## src/design/thermal_pkg.sv

```systemverilog
/*
  Constants for the thermal throttle and clock modulation block:
  register addresses, field positions, reset values and timing counts.
  Assumes a 40 MHz core clock and a 64-bit model-specific register port.
*/
package thermal_pkg;
  // ==========================================================
  // Register addresses on the model-specific register port
  localparam logic [11:0] ADDR_STATUS  = 12'h000;
  localparam logic [11:0] ADDR_IRQCTL  = 12'h001;
  localparam logic [11:0] ADDR_CLKMOD  = 12'h002;
  localparam logic [11:0] ADDR_MISC    = 12'h003;
  localparam logic [11:0] ADDR_LVT     = 12'h004;

  // ==========================================================
  // Field positions
  localparam int ST_LIVE      = 0;
  localparam int ST_LOG       = 1;
  localparam int IRQ_HI_EN    = 0;
  localparam int IRQ_LO_EN    = 1;
  localparam int CM_DUTY_LO   = 1;
  localparam int CM_EN        = 4;
  localparam int MISC_THR     = 3;
  localparam int MISC_FV      = 13;
  localparam int MISC_ADAPT   = 16;
  localparam int LVT_VEC_LO   = 0;
  localparam int LVT_MODE_LO  = 8;
  localparam int LVT_MASK     = 16;

  // ==========================================================
  // Reset values and codes
  localparam logic [2:0] DUTY_RESERVED = 3'h0;
  localparam logic [2:0] DUTY_DEFAULT  = 3'h1;
  localparam logic [2:0] DUTY_MAX      = 3'h7;
  localparam logic [2:0] THROTTLE_DUTY = 3'h4;
  localparam logic [1:0] FV_FIRST      = 2'h1;
  localparam logic [1:0] FV_DEEPEST    = 2'h3;
  localparam logic [1:0] FV_NONE       = 2'h0;

  // ==========================================================
  // Timing
  localparam int CLK_MHZ          = 40;
  localparam int MIN_ENGAGE_NS    = 1000000;
  localparam int MIN_ENGAGE_CYC   = (MIN_ENGAGE_NS * CLK_MHZ + 999) / 1000;
  localparam int SLOT_CYCLES      = 4;
  localparam logic [2:0] SLOT_LAST = 3'h7;
endpackage

```

## src/design/duty_gate.sv

```systemverilog
/*
  Duty-cycle gate: a repeating window of eight clock-enable slots,
  running for the first N slots where N is the three-bit duty code.
  Assumes one clock; slot length comes from an internal divider.
*/
`timescale 1ns/1ps
module duty_gate (
  // Clock and reset
  input  wire logic       clock_in,
  input  wire logic       rst_n_in,
  // Control
  input  wire logic       active_in,
  input  wire logic [2:0] code_in,
  // Gate results
  output logic            run_out,
  output logic            window_end_out
);
  typedef struct packed {
    logic [7:0] div;
    logic [2:0] slot;
    logic [2:0] code;
    logic       act;
    logic       run;
    logic       wend;
  } gate_s;

  gate_s state_reg;
  gate_s state_next;

  // ==========================================================
  // Slot sequencing
  always_comb begin
    state_next      = state_reg;
    state_next.wend = 1'b0;
    state_next.act  = active_in;
    if (!active_in) begin
      state_next.div  = 8'h00;
      state_next.slot = 3'h0;
      state_next.run  = 1'b1;  // Ungated core clock when idle
    end else begin
      // Code is taken on activation and at each wrap, so a new setting never
      // cuts a run slot short in mid-window; it lands within one window
      if (!state_reg.act) begin
        state_next.code = code_in;
      end
      if (state_reg.div == 8'(thermal_pkg::SLOT_CYCLES - 1)) begin
        state_next.div  = 8'h00;
        state_next.slot = state_reg.slot + 3'h1;
        state_next.wend = (state_reg.slot == thermal_pkg::SLOT_LAST);
        if (state_reg.slot == thermal_pkg::SLOT_LAST) begin
          state_next.code = code_in;
        end
      end else begin
        state_next.div = state_reg.div + 8'h01;
      end
      // Code N runs N slots of eight; slot compare is unsigned
      state_next.run = ({1'b0, state_next.slot} < {1'b0, state_next.code});
    end
  end

  always_ff @(posedge clock_in or negedge rst_n_in) begin
    if (!rst_n_in) begin
      state_reg <= '{div: 8'h00, slot: 3'h0, code: thermal_pkg::DUTY_DEFAULT,
                     act: 1'b0, run: 1'b1, wend: 1'b0};
    end else begin
      state_reg <= state_next;
    end
  end

  assign run_out        = state_reg.run;
  assign window_end_out = state_reg.wend;
endmodule

```

## src/design/thermal_throttle_clock_modulation.sv

```systemverilog
/*
  Thermal throttling and on-demand clock modulation for one core with
  two logical processors: status, log, interrupt request, minimum
  engagement with hysteresis, adaptive targets and clock gating.
  Assumes synchronous sensor inputs and a single-cycle register port.
  The sensor comparator, its hysteresis margin and the sibling core's
  trip line are produced elsewhere; this block only reacts to them.
  Delivery of the thermal request is left to the local interrupt
  controller, which takes vector and mode from the ports beside it.
  The core clock enable is meant for the internal stop-clock gate.
*/
`timescale 1ns/1ps
module thermal_throttle_clock_modulation #(
  parameter int MIN_ENGAGE_CYCLES = thermal_pkg::MIN_ENGAGE_CYC
) (
  // Clock and reset
  input  wire logic        clock_in,
  input  wire logic        rst_n_in,
  // Thermal sensor, trip point fixed in silicon
  input  wire logic        sensor_trip_in,
  input  wire logic        sensor_below_hyst_in,
  input  wire logic        other_core_trip_in,
  // Register port
  input  wire logic        msr_wr_in,
  input  wire logic        msr_rd_in,
  input  wire logic [11:0] msr_addr_in,
  input  wire logic        msr_lp_in,
  input  wire logic [63:0] msr_wdata_in,
  output logic [63:0]      msr_rdata_out,
  output logic             msr_ack_out,
  // Interrupt path
  input  wire logic        ext_irq_in,
  output logic             core_irq_out,
  output logic             thermal_irq_req_out,
  output logic [7:0]       thermal_irq_vector_out,
  output logic [2:0]       thermal_irq_mode_out,
  // Core clock and operating point
  output logic             core_clk_en_out,
  output logic             tsc_inc_out,
  output logic             fv_lower_out,
  output logic [1:0]       fv_target_out,
  // Feature flags
  output logic             feature_thermal_regs_out,
  output logic             feature_duty_throttle_out
);
  typedef struct packed {
    // Register port answer
    logic [63:0]      rdata;
    logic             ack;
    // Sensor history and engagement
    logic             sensor_d;
    logic             engaged;
    logic [31:0]      timer;
    logic             log;
    // Software controls
    logic             hi_en;
    logic             lo_en;
    logic [1:0]       cm_en;
    logic [1:0][2:0]  cm_duty;
    logic             misc_thr;
    logic             misc_fv;
    logic             misc_adapt;
    logic [7:0]       lvt_vec;
    logic [2:0]       lvt_mode;
    logic             lvt_mask;
    // Interrupt path
    logic             irq_req;
    logic             pend;
    logic             core_irq;
    // Operating point and constant flags
    logic [1:0]       fv_target;
    logic             fv_lower;
    logic             tsc_inc;
    logic             feat_regs;
    logic             feat_thr;
  } thermal_s;

  thermal_s state_reg;
  thermal_s state_next;

  // Gate results
  logic       gate_run;
  logic       gate_wend;
  // Selected modulation source
  logic       mod_active;
  logic [2:0] mod_code;
  // Thermal conditions seen this cycle
  logic       live;
  logic       trip_any;
  logic       trip_event;
  logic       trip_rose;
  logic       trip_fell;
  // On-demand request from both logical processors
  logic [2:0] od_code;
  logic       od_active;

  // ==========================================================
  // Helpers
  // Reserved code 000B behaves as the 12.5% default
  function automatic logic [2:0] legal_duty(input logic [2:0] code);
    legal_duty = (code == thermal_pkg::DUTY_RESERVED) ? thermal_pkg::DUTY_DEFAULT : code;
  endfunction

  // Write strobe aimed at one register
  function automatic logic wr_hit(input logic [11:0] addr);
    wr_hit = msr_wr_in && (msr_addr_in == addr);
  endfunction

  // Raw sensor edges; the log and both interrupt enables share them
  function automatic logic rose_now(input logic cur, input logic prev);
    rose_now = cur && !prev;
  endfunction

  // ==========================================================
  // Modulation source selection
  always_comb begin
    od_code   = 3'h0;
    od_active = 1'b0;
    // Highest enabled code of the two processors wins
    for (int i = 0; i < 2; i++) begin
      if (state_reg.cm_en[i]) begin
        od_active = 1'b1;
        if (legal_duty(state_reg.cm_duty[i]) > od_code) begin
          od_code = legal_duty(state_reg.cm_duty[i]);
        end
      end
    end
    // Engaged with any method enabled is "live"; only the throttle method runs the thermal duty
    live       = state_reg.engaged && (state_reg.misc_thr || state_reg.misc_fv
                 || state_reg.misc_adapt);
    if (live && state_reg.misc_thr) begin
      mod_active = 1'b1;
      mod_code   = thermal_pkg::THROTTLE_DUTY;
    end else begin
      mod_active = od_active;
      mod_code   = od_code;
    end
    // Sibling trips count only under adaptive throttling; the trip point
    // itself arrives on a pin, so no register can move it
    trip_any   = sensor_trip_in || (state_reg.misc_adapt && other_core_trip_in);
    trip_event = trip_any && !state_reg.engaged;
    // Edges use the raw pin, not the live flag, so a trip is logged even
    // while no throttle method is enabled
    trip_rose  = rose_now(sensor_trip_in, state_reg.sensor_d);
    trip_fell  = rose_now(state_reg.sensor_d, sensor_trip_in);
  end

  // ==========================================================
  // Internal stop-clock gate; the external stop pin is not involved
  // The gate takes its code at window edges, so a source change lands
  // on the next window rather than cutting a slot short
  duty_gate u_gate (
    .clock_in       (clock_in),
    .rst_n_in       (rst_n_in),
    .active_in      (mod_active),
    .code_in        (mod_code),
    .run_out        (gate_run),
    .window_end_out (gate_wend)
  );

  // ==========================================================
  // Next-state logic
  always_comb begin
    state_next          = state_reg;
    state_next.ack      = 1'b0;
    state_next.irq_req  = 1'b0;
    state_next.core_irq = 1'b0;
    state_next.sensor_d = sensor_trip_in;
    // Constant outputs are registered too, so every port leaves a flop
    state_next.tsc_inc  = 1'b1;
    state_next.feat_regs = 1'b1;
    state_next.feat_thr  = 1'b1;

    // Engagement with a minimum hold, then hysteresis release
    // Only a fresh trip or an adaptive step reloads the hold; an engaged one keeps counting
    if (trip_event) begin
      state_next.engaged = 1'b1;
      state_next.timer   = 32'(MIN_ENGAGE_CYCLES - 1);
      state_next.fv_target = thermal_pkg::FV_FIRST;
    end else if (state_reg.engaged) begin
      // Hold counter first; hysteresis is only looked at once it runs out
      if (state_reg.timer != 32'h0000_0000) begin
        state_next.timer = state_reg.timer - 32'h0000_0001;
      end else if (sensor_below_hyst_in && !trip_any) begin
        state_next.engaged = 1'b0;
      end else if (state_reg.misc_adapt) begin
        // Still hot after a full hold: go one operating point deeper
        if (state_reg.fv_target != thermal_pkg::FV_DEEPEST) begin
          state_next.fv_target = state_reg.fv_target + 2'h1;
        end
        state_next.timer = 32'(MIN_ENGAGE_CYCLES - 1);
      end
    end
    // Operating-point request follows engagement only when a frequency or
    // voltage method is on; otherwise the target is parked at none
    if (state_next.engaged && (state_reg.misc_fv || state_reg.misc_adapt)) begin
      state_next.fv_lower = 1'b1;
    end else begin
      state_next.fv_lower  = 1'b0;
      state_next.fv_target = thermal_pkg::FV_NONE;
    end

    // Temperature crossings raise an unmasked thermal request
    if (!state_reg.lvt_mask) begin
      if ((trip_rose && state_reg.hi_en)
          || (trip_fell && state_reg.lo_en)) begin
        state_next.irq_req = 1'b1;
      end
    end

    // Held interrupts are released once the clock is not stopped mid-window
    if (state_reg.pend && (!mod_active || gate_wend)) begin
      state_next.pend     = 1'b0;
      state_next.core_irq = 1'b1;
    end
    // An interrupt meeting a release in the same cycle waits one cycle while mod_active is low,
    // since the delivery line carries one pulse per cycle
    if (ext_irq_in) begin
      if (!mod_active && !state_next.core_irq) begin
        state_next.core_irq = 1'b1;
      end else begin
        state_next.pend = 1'b1;
      end
    end

    // Register writes; no register reaches the trip point
    // Unmapped writes fall through and change nothing
    if (wr_hit(thermal_pkg::ADDR_STATUS) && !msr_wdata_in[thermal_pkg::ST_LOG]) begin
      state_next.log = 1'b0;
    end
    // Set after the clear, so a trip in the clearing cycle is never lost
    if (trip_rose) begin
      state_next.log = 1'b1;
    end
    if (wr_hit(thermal_pkg::ADDR_IRQCTL)) begin
      state_next.hi_en = msr_wdata_in[thermal_pkg::IRQ_HI_EN];
      state_next.lo_en = msr_wdata_in[thermal_pkg::IRQ_LO_EN];
    end
    if (wr_hit(thermal_pkg::ADDR_CLKMOD)) begin
      state_next.cm_en[msr_lp_in]   = msr_wdata_in[thermal_pkg::CM_EN];
      state_next.cm_duty[msr_lp_in] = msr_wdata_in[thermal_pkg::CM_DUTY_LO +: 3];
    end
    if (wr_hit(thermal_pkg::ADDR_MISC)) begin
      state_next.misc_thr   = msr_wdata_in[thermal_pkg::MISC_THR];
      state_next.misc_fv    = msr_wdata_in[thermal_pkg::MISC_FV];
      state_next.misc_adapt = msr_wdata_in[thermal_pkg::MISC_ADAPT];
    end
    if (wr_hit(thermal_pkg::ADDR_LVT)) begin
      state_next.lvt_vec  = msr_wdata_in[thermal_pkg::LVT_VEC_LO +: 8];
      state_next.lvt_mode = msr_wdata_in[thermal_pkg::LVT_MODE_LO +: 3];
      state_next.lvt_mask = msr_wdata_in[thermal_pkg::LVT_MASK];
    end

    // Reads return the stored state; unmapped addresses read zero
    state_next.ack = msr_rd_in || msr_wr_in;
    if (msr_rd_in) begin
      state_next.rdata = 64'h0;
      case (msr_addr_in)
        thermal_pkg::ADDR_STATUS: begin
          state_next.rdata[thermal_pkg::ST_LIVE] = live;
          state_next.rdata[thermal_pkg::ST_LOG]  = state_reg.log;
        end
        thermal_pkg::ADDR_IRQCTL: begin
          state_next.rdata[thermal_pkg::IRQ_HI_EN] = state_reg.hi_en;
          state_next.rdata[thermal_pkg::IRQ_LO_EN] = state_reg.lo_en;
        end
        // Enable and duty are those of the processor named on the port
        thermal_pkg::ADDR_CLKMOD: begin
          state_next.rdata[thermal_pkg::CM_EN] = state_reg.cm_en[msr_lp_in];
          state_next.rdata[thermal_pkg::CM_DUTY_LO +: 3] = state_reg.cm_duty[msr_lp_in];
        end
        thermal_pkg::ADDR_MISC: begin
          state_next.rdata[thermal_pkg::MISC_THR]   = state_reg.misc_thr;
          state_next.rdata[thermal_pkg::MISC_FV]    = state_reg.misc_fv;
          state_next.rdata[thermal_pkg::MISC_ADAPT] = state_reg.misc_adapt;
        end
        thermal_pkg::ADDR_LVT: begin
          state_next.rdata[thermal_pkg::LVT_VEC_LO +: 8]  = state_reg.lvt_vec;
          state_next.rdata[thermal_pkg::LVT_MODE_LO +: 3] = state_reg.lvt_mode;
          state_next.rdata[thermal_pkg::LVT_MASK]         = state_reg.lvt_mask;
        end
        default: begin
          state_next.rdata = 64'h0;
        end
      endcase
    end
  end

  // ==========================================================
  // State register; enables clear and the vector entry masks at reset
  always_ff @(posedge clock_in or negedge rst_n_in) begin
    if (!rst_n_in) begin
      // Duty fields wake at the default code, the vector entry masked
      state_reg            <= '0;
      state_reg.cm_duty    <= {thermal_pkg::DUTY_DEFAULT, thermal_pkg::DUTY_DEFAULT};
      state_reg.lvt_mask   <= 1'b1;
    end else begin
      state_reg <= state_next;
    end
  end

  // ==========================================================
  // Outputs, all from flip-flops
  // Register port
  assign msr_rdata_out             = state_reg.rdata;
  assign msr_ack_out               = state_reg.ack;
  // Interrupt path
  assign core_irq_out              = state_reg.core_irq;
  assign thermal_irq_req_out       = state_reg.irq_req;
  assign thermal_irq_vector_out    = state_reg.lvt_vec;
  assign thermal_irq_mode_out      = state_reg.lvt_mode;
  // Clock gate and operating point
  assign core_clk_en_out           = gate_run;
  assign tsc_inc_out               = state_reg.tsc_inc;
  assign fv_lower_out              = state_reg.fv_lower;
  assign fv_target_out             = state_reg.fv_target;
  // Constant feature flags
  assign feature_thermal_regs_out  = state_reg.feat_regs;
  assign feature_duty_throttle_out = state_reg.feat_thr;
endmodule

```

## config.mk

```make
export PLATFORM = sky130hd
export DESIGN_NAME = thermal_throttle_clock_modulation
export DESIGN_NICKNAME = d
export VERILOG_FILES = /design/src/design/thermal_pkg.sv /design/src/design/duty_gate.sv /design/src/design/thermal_throttle_clock_modulation.sv
export SDC_FILE = /design/constraint.sdc
export NUM_CORES = 1
export LEC_CHECK = 0
export BUFFER_PORTS_ARGS = -buffer_cell sky130_fd_sc_hd__buf_4
export CAP_MARGIN = 20
export CORE_ASPECT_RATIO = 1.25
export CORE_UTILIZATION = 40
export CTS_BUF_LIST = sky130_fd_sc_hd__clkbuf_8
export DETAILED_ROUTE_END_ITERATION = 6
export PLACE_DENSITY = 0.67
export SKIP_LAST_GASP = 1
export SLEW_MARGIN = 20
export SYNTH_ARGS = -nofsm -noshare
export SYNTH_HDL_FRONTEND = slang
export SYNTH_HIERARCHICAL = 1
export SYNTH_SLANG_ARGS = --single-unit
```

## constraint.sdc

```tcl
create_clock -name clock_in -period 2.2 [get_ports clock_in]
set_input_delay 0.33 -clock clock_in [delete_from_list [all_inputs] [get_ports clock_in]]
set_output_delay 0.33 -clock clock_in [all_outputs]
set_load 0.01 [all_outputs]
```

==> impl_metrics.toml <==
[global_route]
grt_pass1_vias = 4305
grt_usage_pct = 18.07
grt_pass1_wl_mm = 20.62
grt_max_degree = 99
overflow = 0
grt_antenna_before_repair = 0

[worst_setup_path]
slowest_stage = "dfrtp_1"
end_kind = "flip-flop"
reg2reg_depth = 12
worstPathArrival_ns = 2.74
required_ns = 2.52
cp.buffers_inverters = 0
max_stage_delay_ns = 0.41
crit_top_cell = "ha_4"
path_class = "flip-flop to flip-flop"
startpoint_type = "flip-flop"
crit_chain = "nor2_1, o21a_2, ha_4, nor2b_4, o21ai_2, a21oi_4, nor2_2, a221o_1, mux2i_2, ha_4, a21o_1, a22oi_2"
cp_top_family = "compound AO/OA/AOI/OAI gates"
cp.depth = 12
crit_fanout = 6

[routing]
ant_nets = 0
vias = 4391
vias_per_cell = 5.166
avgRoutedWirePerCell_um = 14.72
drc = 0
firstDrtPassIters = 4
wl_mm = 12.51
first_iter_violations = 274

[final_layout]
final-seq-area_um2 = 2459
fin_nets = 770
layout-drive-gt1-share_pct = 38.00
fillCellCount = 1208
largest_register_ffs = 50
final_util_pct = 51.88
antenna-diode-count = 0
syn_to_final_growth_pct = 25.20
multiInputGateArea_um2 = 2853

[floorplanning]
num_io_pins = 170
die_w_um = 107.4
core_um2 = 13410
rows = 47
die_y_um = 133.8
fp.dieArea_um2 = 14370
start_util_pct = 41.43

[yosys]
synth.area.top_cells = "dfrtp_1, buf_4, mux2_2"
mappedNetlistArea_um2 = 5555
postSynthCellCount = 561
synth_top_area_share_pct = 41.89
async_reset_ff_share_pct = 100.0
synth_top_area_cell = "dfrtp_1"
seq_area_frac_synth_pct = 44.26
synth-main-ff-cell = "dfrtp_1"
ys_types = 62
yosysWarnings = 6
synth_edf_count = 0
syn_area_per_cell_um2 = 9.903
ys_seq_elements = 98

[timing]
max_freq_mhz = 412.3
maxSlewViolCount = 0
relSlewSlack_pct = 64.86
worst_pin_slew_ns = 0.5271
finalWorstSetupSlack_ns = -0.2252
finalCriticalPeriod_ns = 2.425
finalHoldViolCount = 9
whs_ns = -0.02254
fin_skew_ns = 0.009343
rsz0062_at_grt = "true"
setup_viol = 10
finalCritPeriodShare_pct = 110.2

[clocking]
cts-buffers-inserted = 9
htree_levels = 3
hold_buffers = 0
clk_pin_slew_ns = 0.10
cts_tree = "built"
cts_root_buf = "clkbuf_8"
worstSkewPairLatency_ns = 0.38
clock_sinks = 98
clockBufferDepth = 2

[run]
drv_cap = 0

[power]
power_density_nw_per_um2 = 594.2
power_leakage_uw = 0.003359
p_sw_uw = 1202
clock_power_share_pct = 31.1
vdd.ir_drop.worst_mv = 0.3471
p_seq_share_pct = 49.8
sw_frac_of_total_pct = 29.08
intPower_uw = 2931
combinationalPowerShare_pct = 19.1

[placed_design]
hpwl_mm = 8.901
globalplace.congestion = 0.8313
io_buffers = 67

[min_path]
hold_path_class = "input port to async pin"

[run_status]
violations = "negative hold slack, negative setup slack"
outcome = "complete, but fails checks"
[worst paths after layout]
path                                start             end  slack (ns)
max                         state_reg[25]  u_gate/run_out       -0.23
max in group asynchronous        rst_n_in  u_gate/run_out        1.81
min in group clock_in      sensor_trip_in   state_reg[68]        0.12
max reg2reg                 state_reg[25]  u_gate/run_out       -0.23
min                              rst_n_in   state_reg[49]       -0.02
min reg2reg                 state_reg[68]   state_reg[34]        0.50
[cell usage after synthesis, types with 9 or more instances]
library cell / count
nand3_1: 23
nor3_1: 13
a21oi_1: 27
nor2_1: 61
mux2_2: 32
dfrtp_1: 93
clkbuf_1: 11
ha_1: 11
buf_4: 80
o21ai_0: 22
inv_1: 16
nor4_1: 11
or3_1: 9
xor2_1: 17
nand2_1: 24
nand2b_1: 9
[power by group through the flow]
stage / clock network (uW) / logic [uW] / registers [uW]
floorplan: 0 / 442 / 2080
global placement: 0 / 680 / 2080
detailed placement: 0 / 704 / 2080
CTS: 1330 / 718 / 2060
global route: 1390 / 873 / 2080
finish: 1280 / 789 / 2060
[layout by cell type (no fill, tap or decap), types with 7 or more instances in the layout]
cell	synthesis	final
conb_1	2	52
nand2_1	24	22
nor3_1	13	10
xor2_1	17	17
inv_1	16	18
buf_4	80	139
nor4_1	11	10
nand3_1	23	21
ha_1	11	7
nor2_1	61	58
a21oi_1	27	18
mux2_2	32	32
clkbuf_8	0	9
dfrtp_1	93	93
a21oi_2	0	8
o21ai_0	22	17
[routing by layer]
metal	wire (um)	vias to the layer above	global-route usage [%]	share of wire (%)
li1	-	2079	-	-
met1	5068	2149	21.50	41
met2	6570	141	31.76	53
met3	568	22	2.691	4.5
met4	300	0	8.524	2.4
met5	0	-	0	0
[worst register-to-register path, stage by stage, from the launching register on]
cell and delay, ns:
dfrtp_1 0.41, nor2_1 0.06, o21a_2 0.24, ha_4 0.17, nor2b_4 0.11, o21ai_2 0.09
a21oi_4 0.22, nor2_2 0.06, a221o_1 0.29, mux2i_2 0.20, ha_4 0.24, a21o_1 0.16
a22oi_2 0.12
[kinds of logic after synthesis]
| kind of cell | synth area share [%] |
|---|---|
| muxes | 7.996 |
| other | 0.1352 |
| buffers and inverters | 12.91 |
| DFF | 44.26 |
| AOI/OAI and AO/OA | 11.44 |
| and+or+nand+nor | 17.48 |
| xor gates and xnor gates | 3.311 |
| adders and majority gates | 2.477 |
[metrics by stage]
stage               cell area, um^2  setup TNS (ns)  cells  power (uW)  worst slack, ns
finish                         6955         -0.9956    850        4133          -0.2252
global route                   6955          -2.107    850        4340          -0.3453
CTS                            6728         -0.7581    841        4102          -0.2151
detailed placement             6360         -0.6196    819        2784          -0.3105
global placement               6360         -0.3447    819        2756          -0.1979
floorplan                      5794        -0.05971    611        2518         -0.05971
[what timing repair did]
item                                    CTS  global route
gates cloned                              0             1
pin swaps                                17            20
buffers inserted                          6             8
hold endpoints to repair                  0             0
gates resized for setup                  19            35
endpoints found under the setup margin   10            30
[area by class of cell]
| type | count | share of cell area [%] |
|---|---|---|
| Clock buffer | 9 | 1.781 |
| Timing Repair Buffer | 146 | 16.59 |
| Sequential cell | 98 | 35.35 |
| Clock inverter | 7 | 1.331 |
| Inverter | 16 | 0.8635 |
| Multi-Input combinational cell | 403 | 41.01 |
| Tap cell | 171 | 3.076 |
Note: power is estimated with default switching activity, not from simulation.
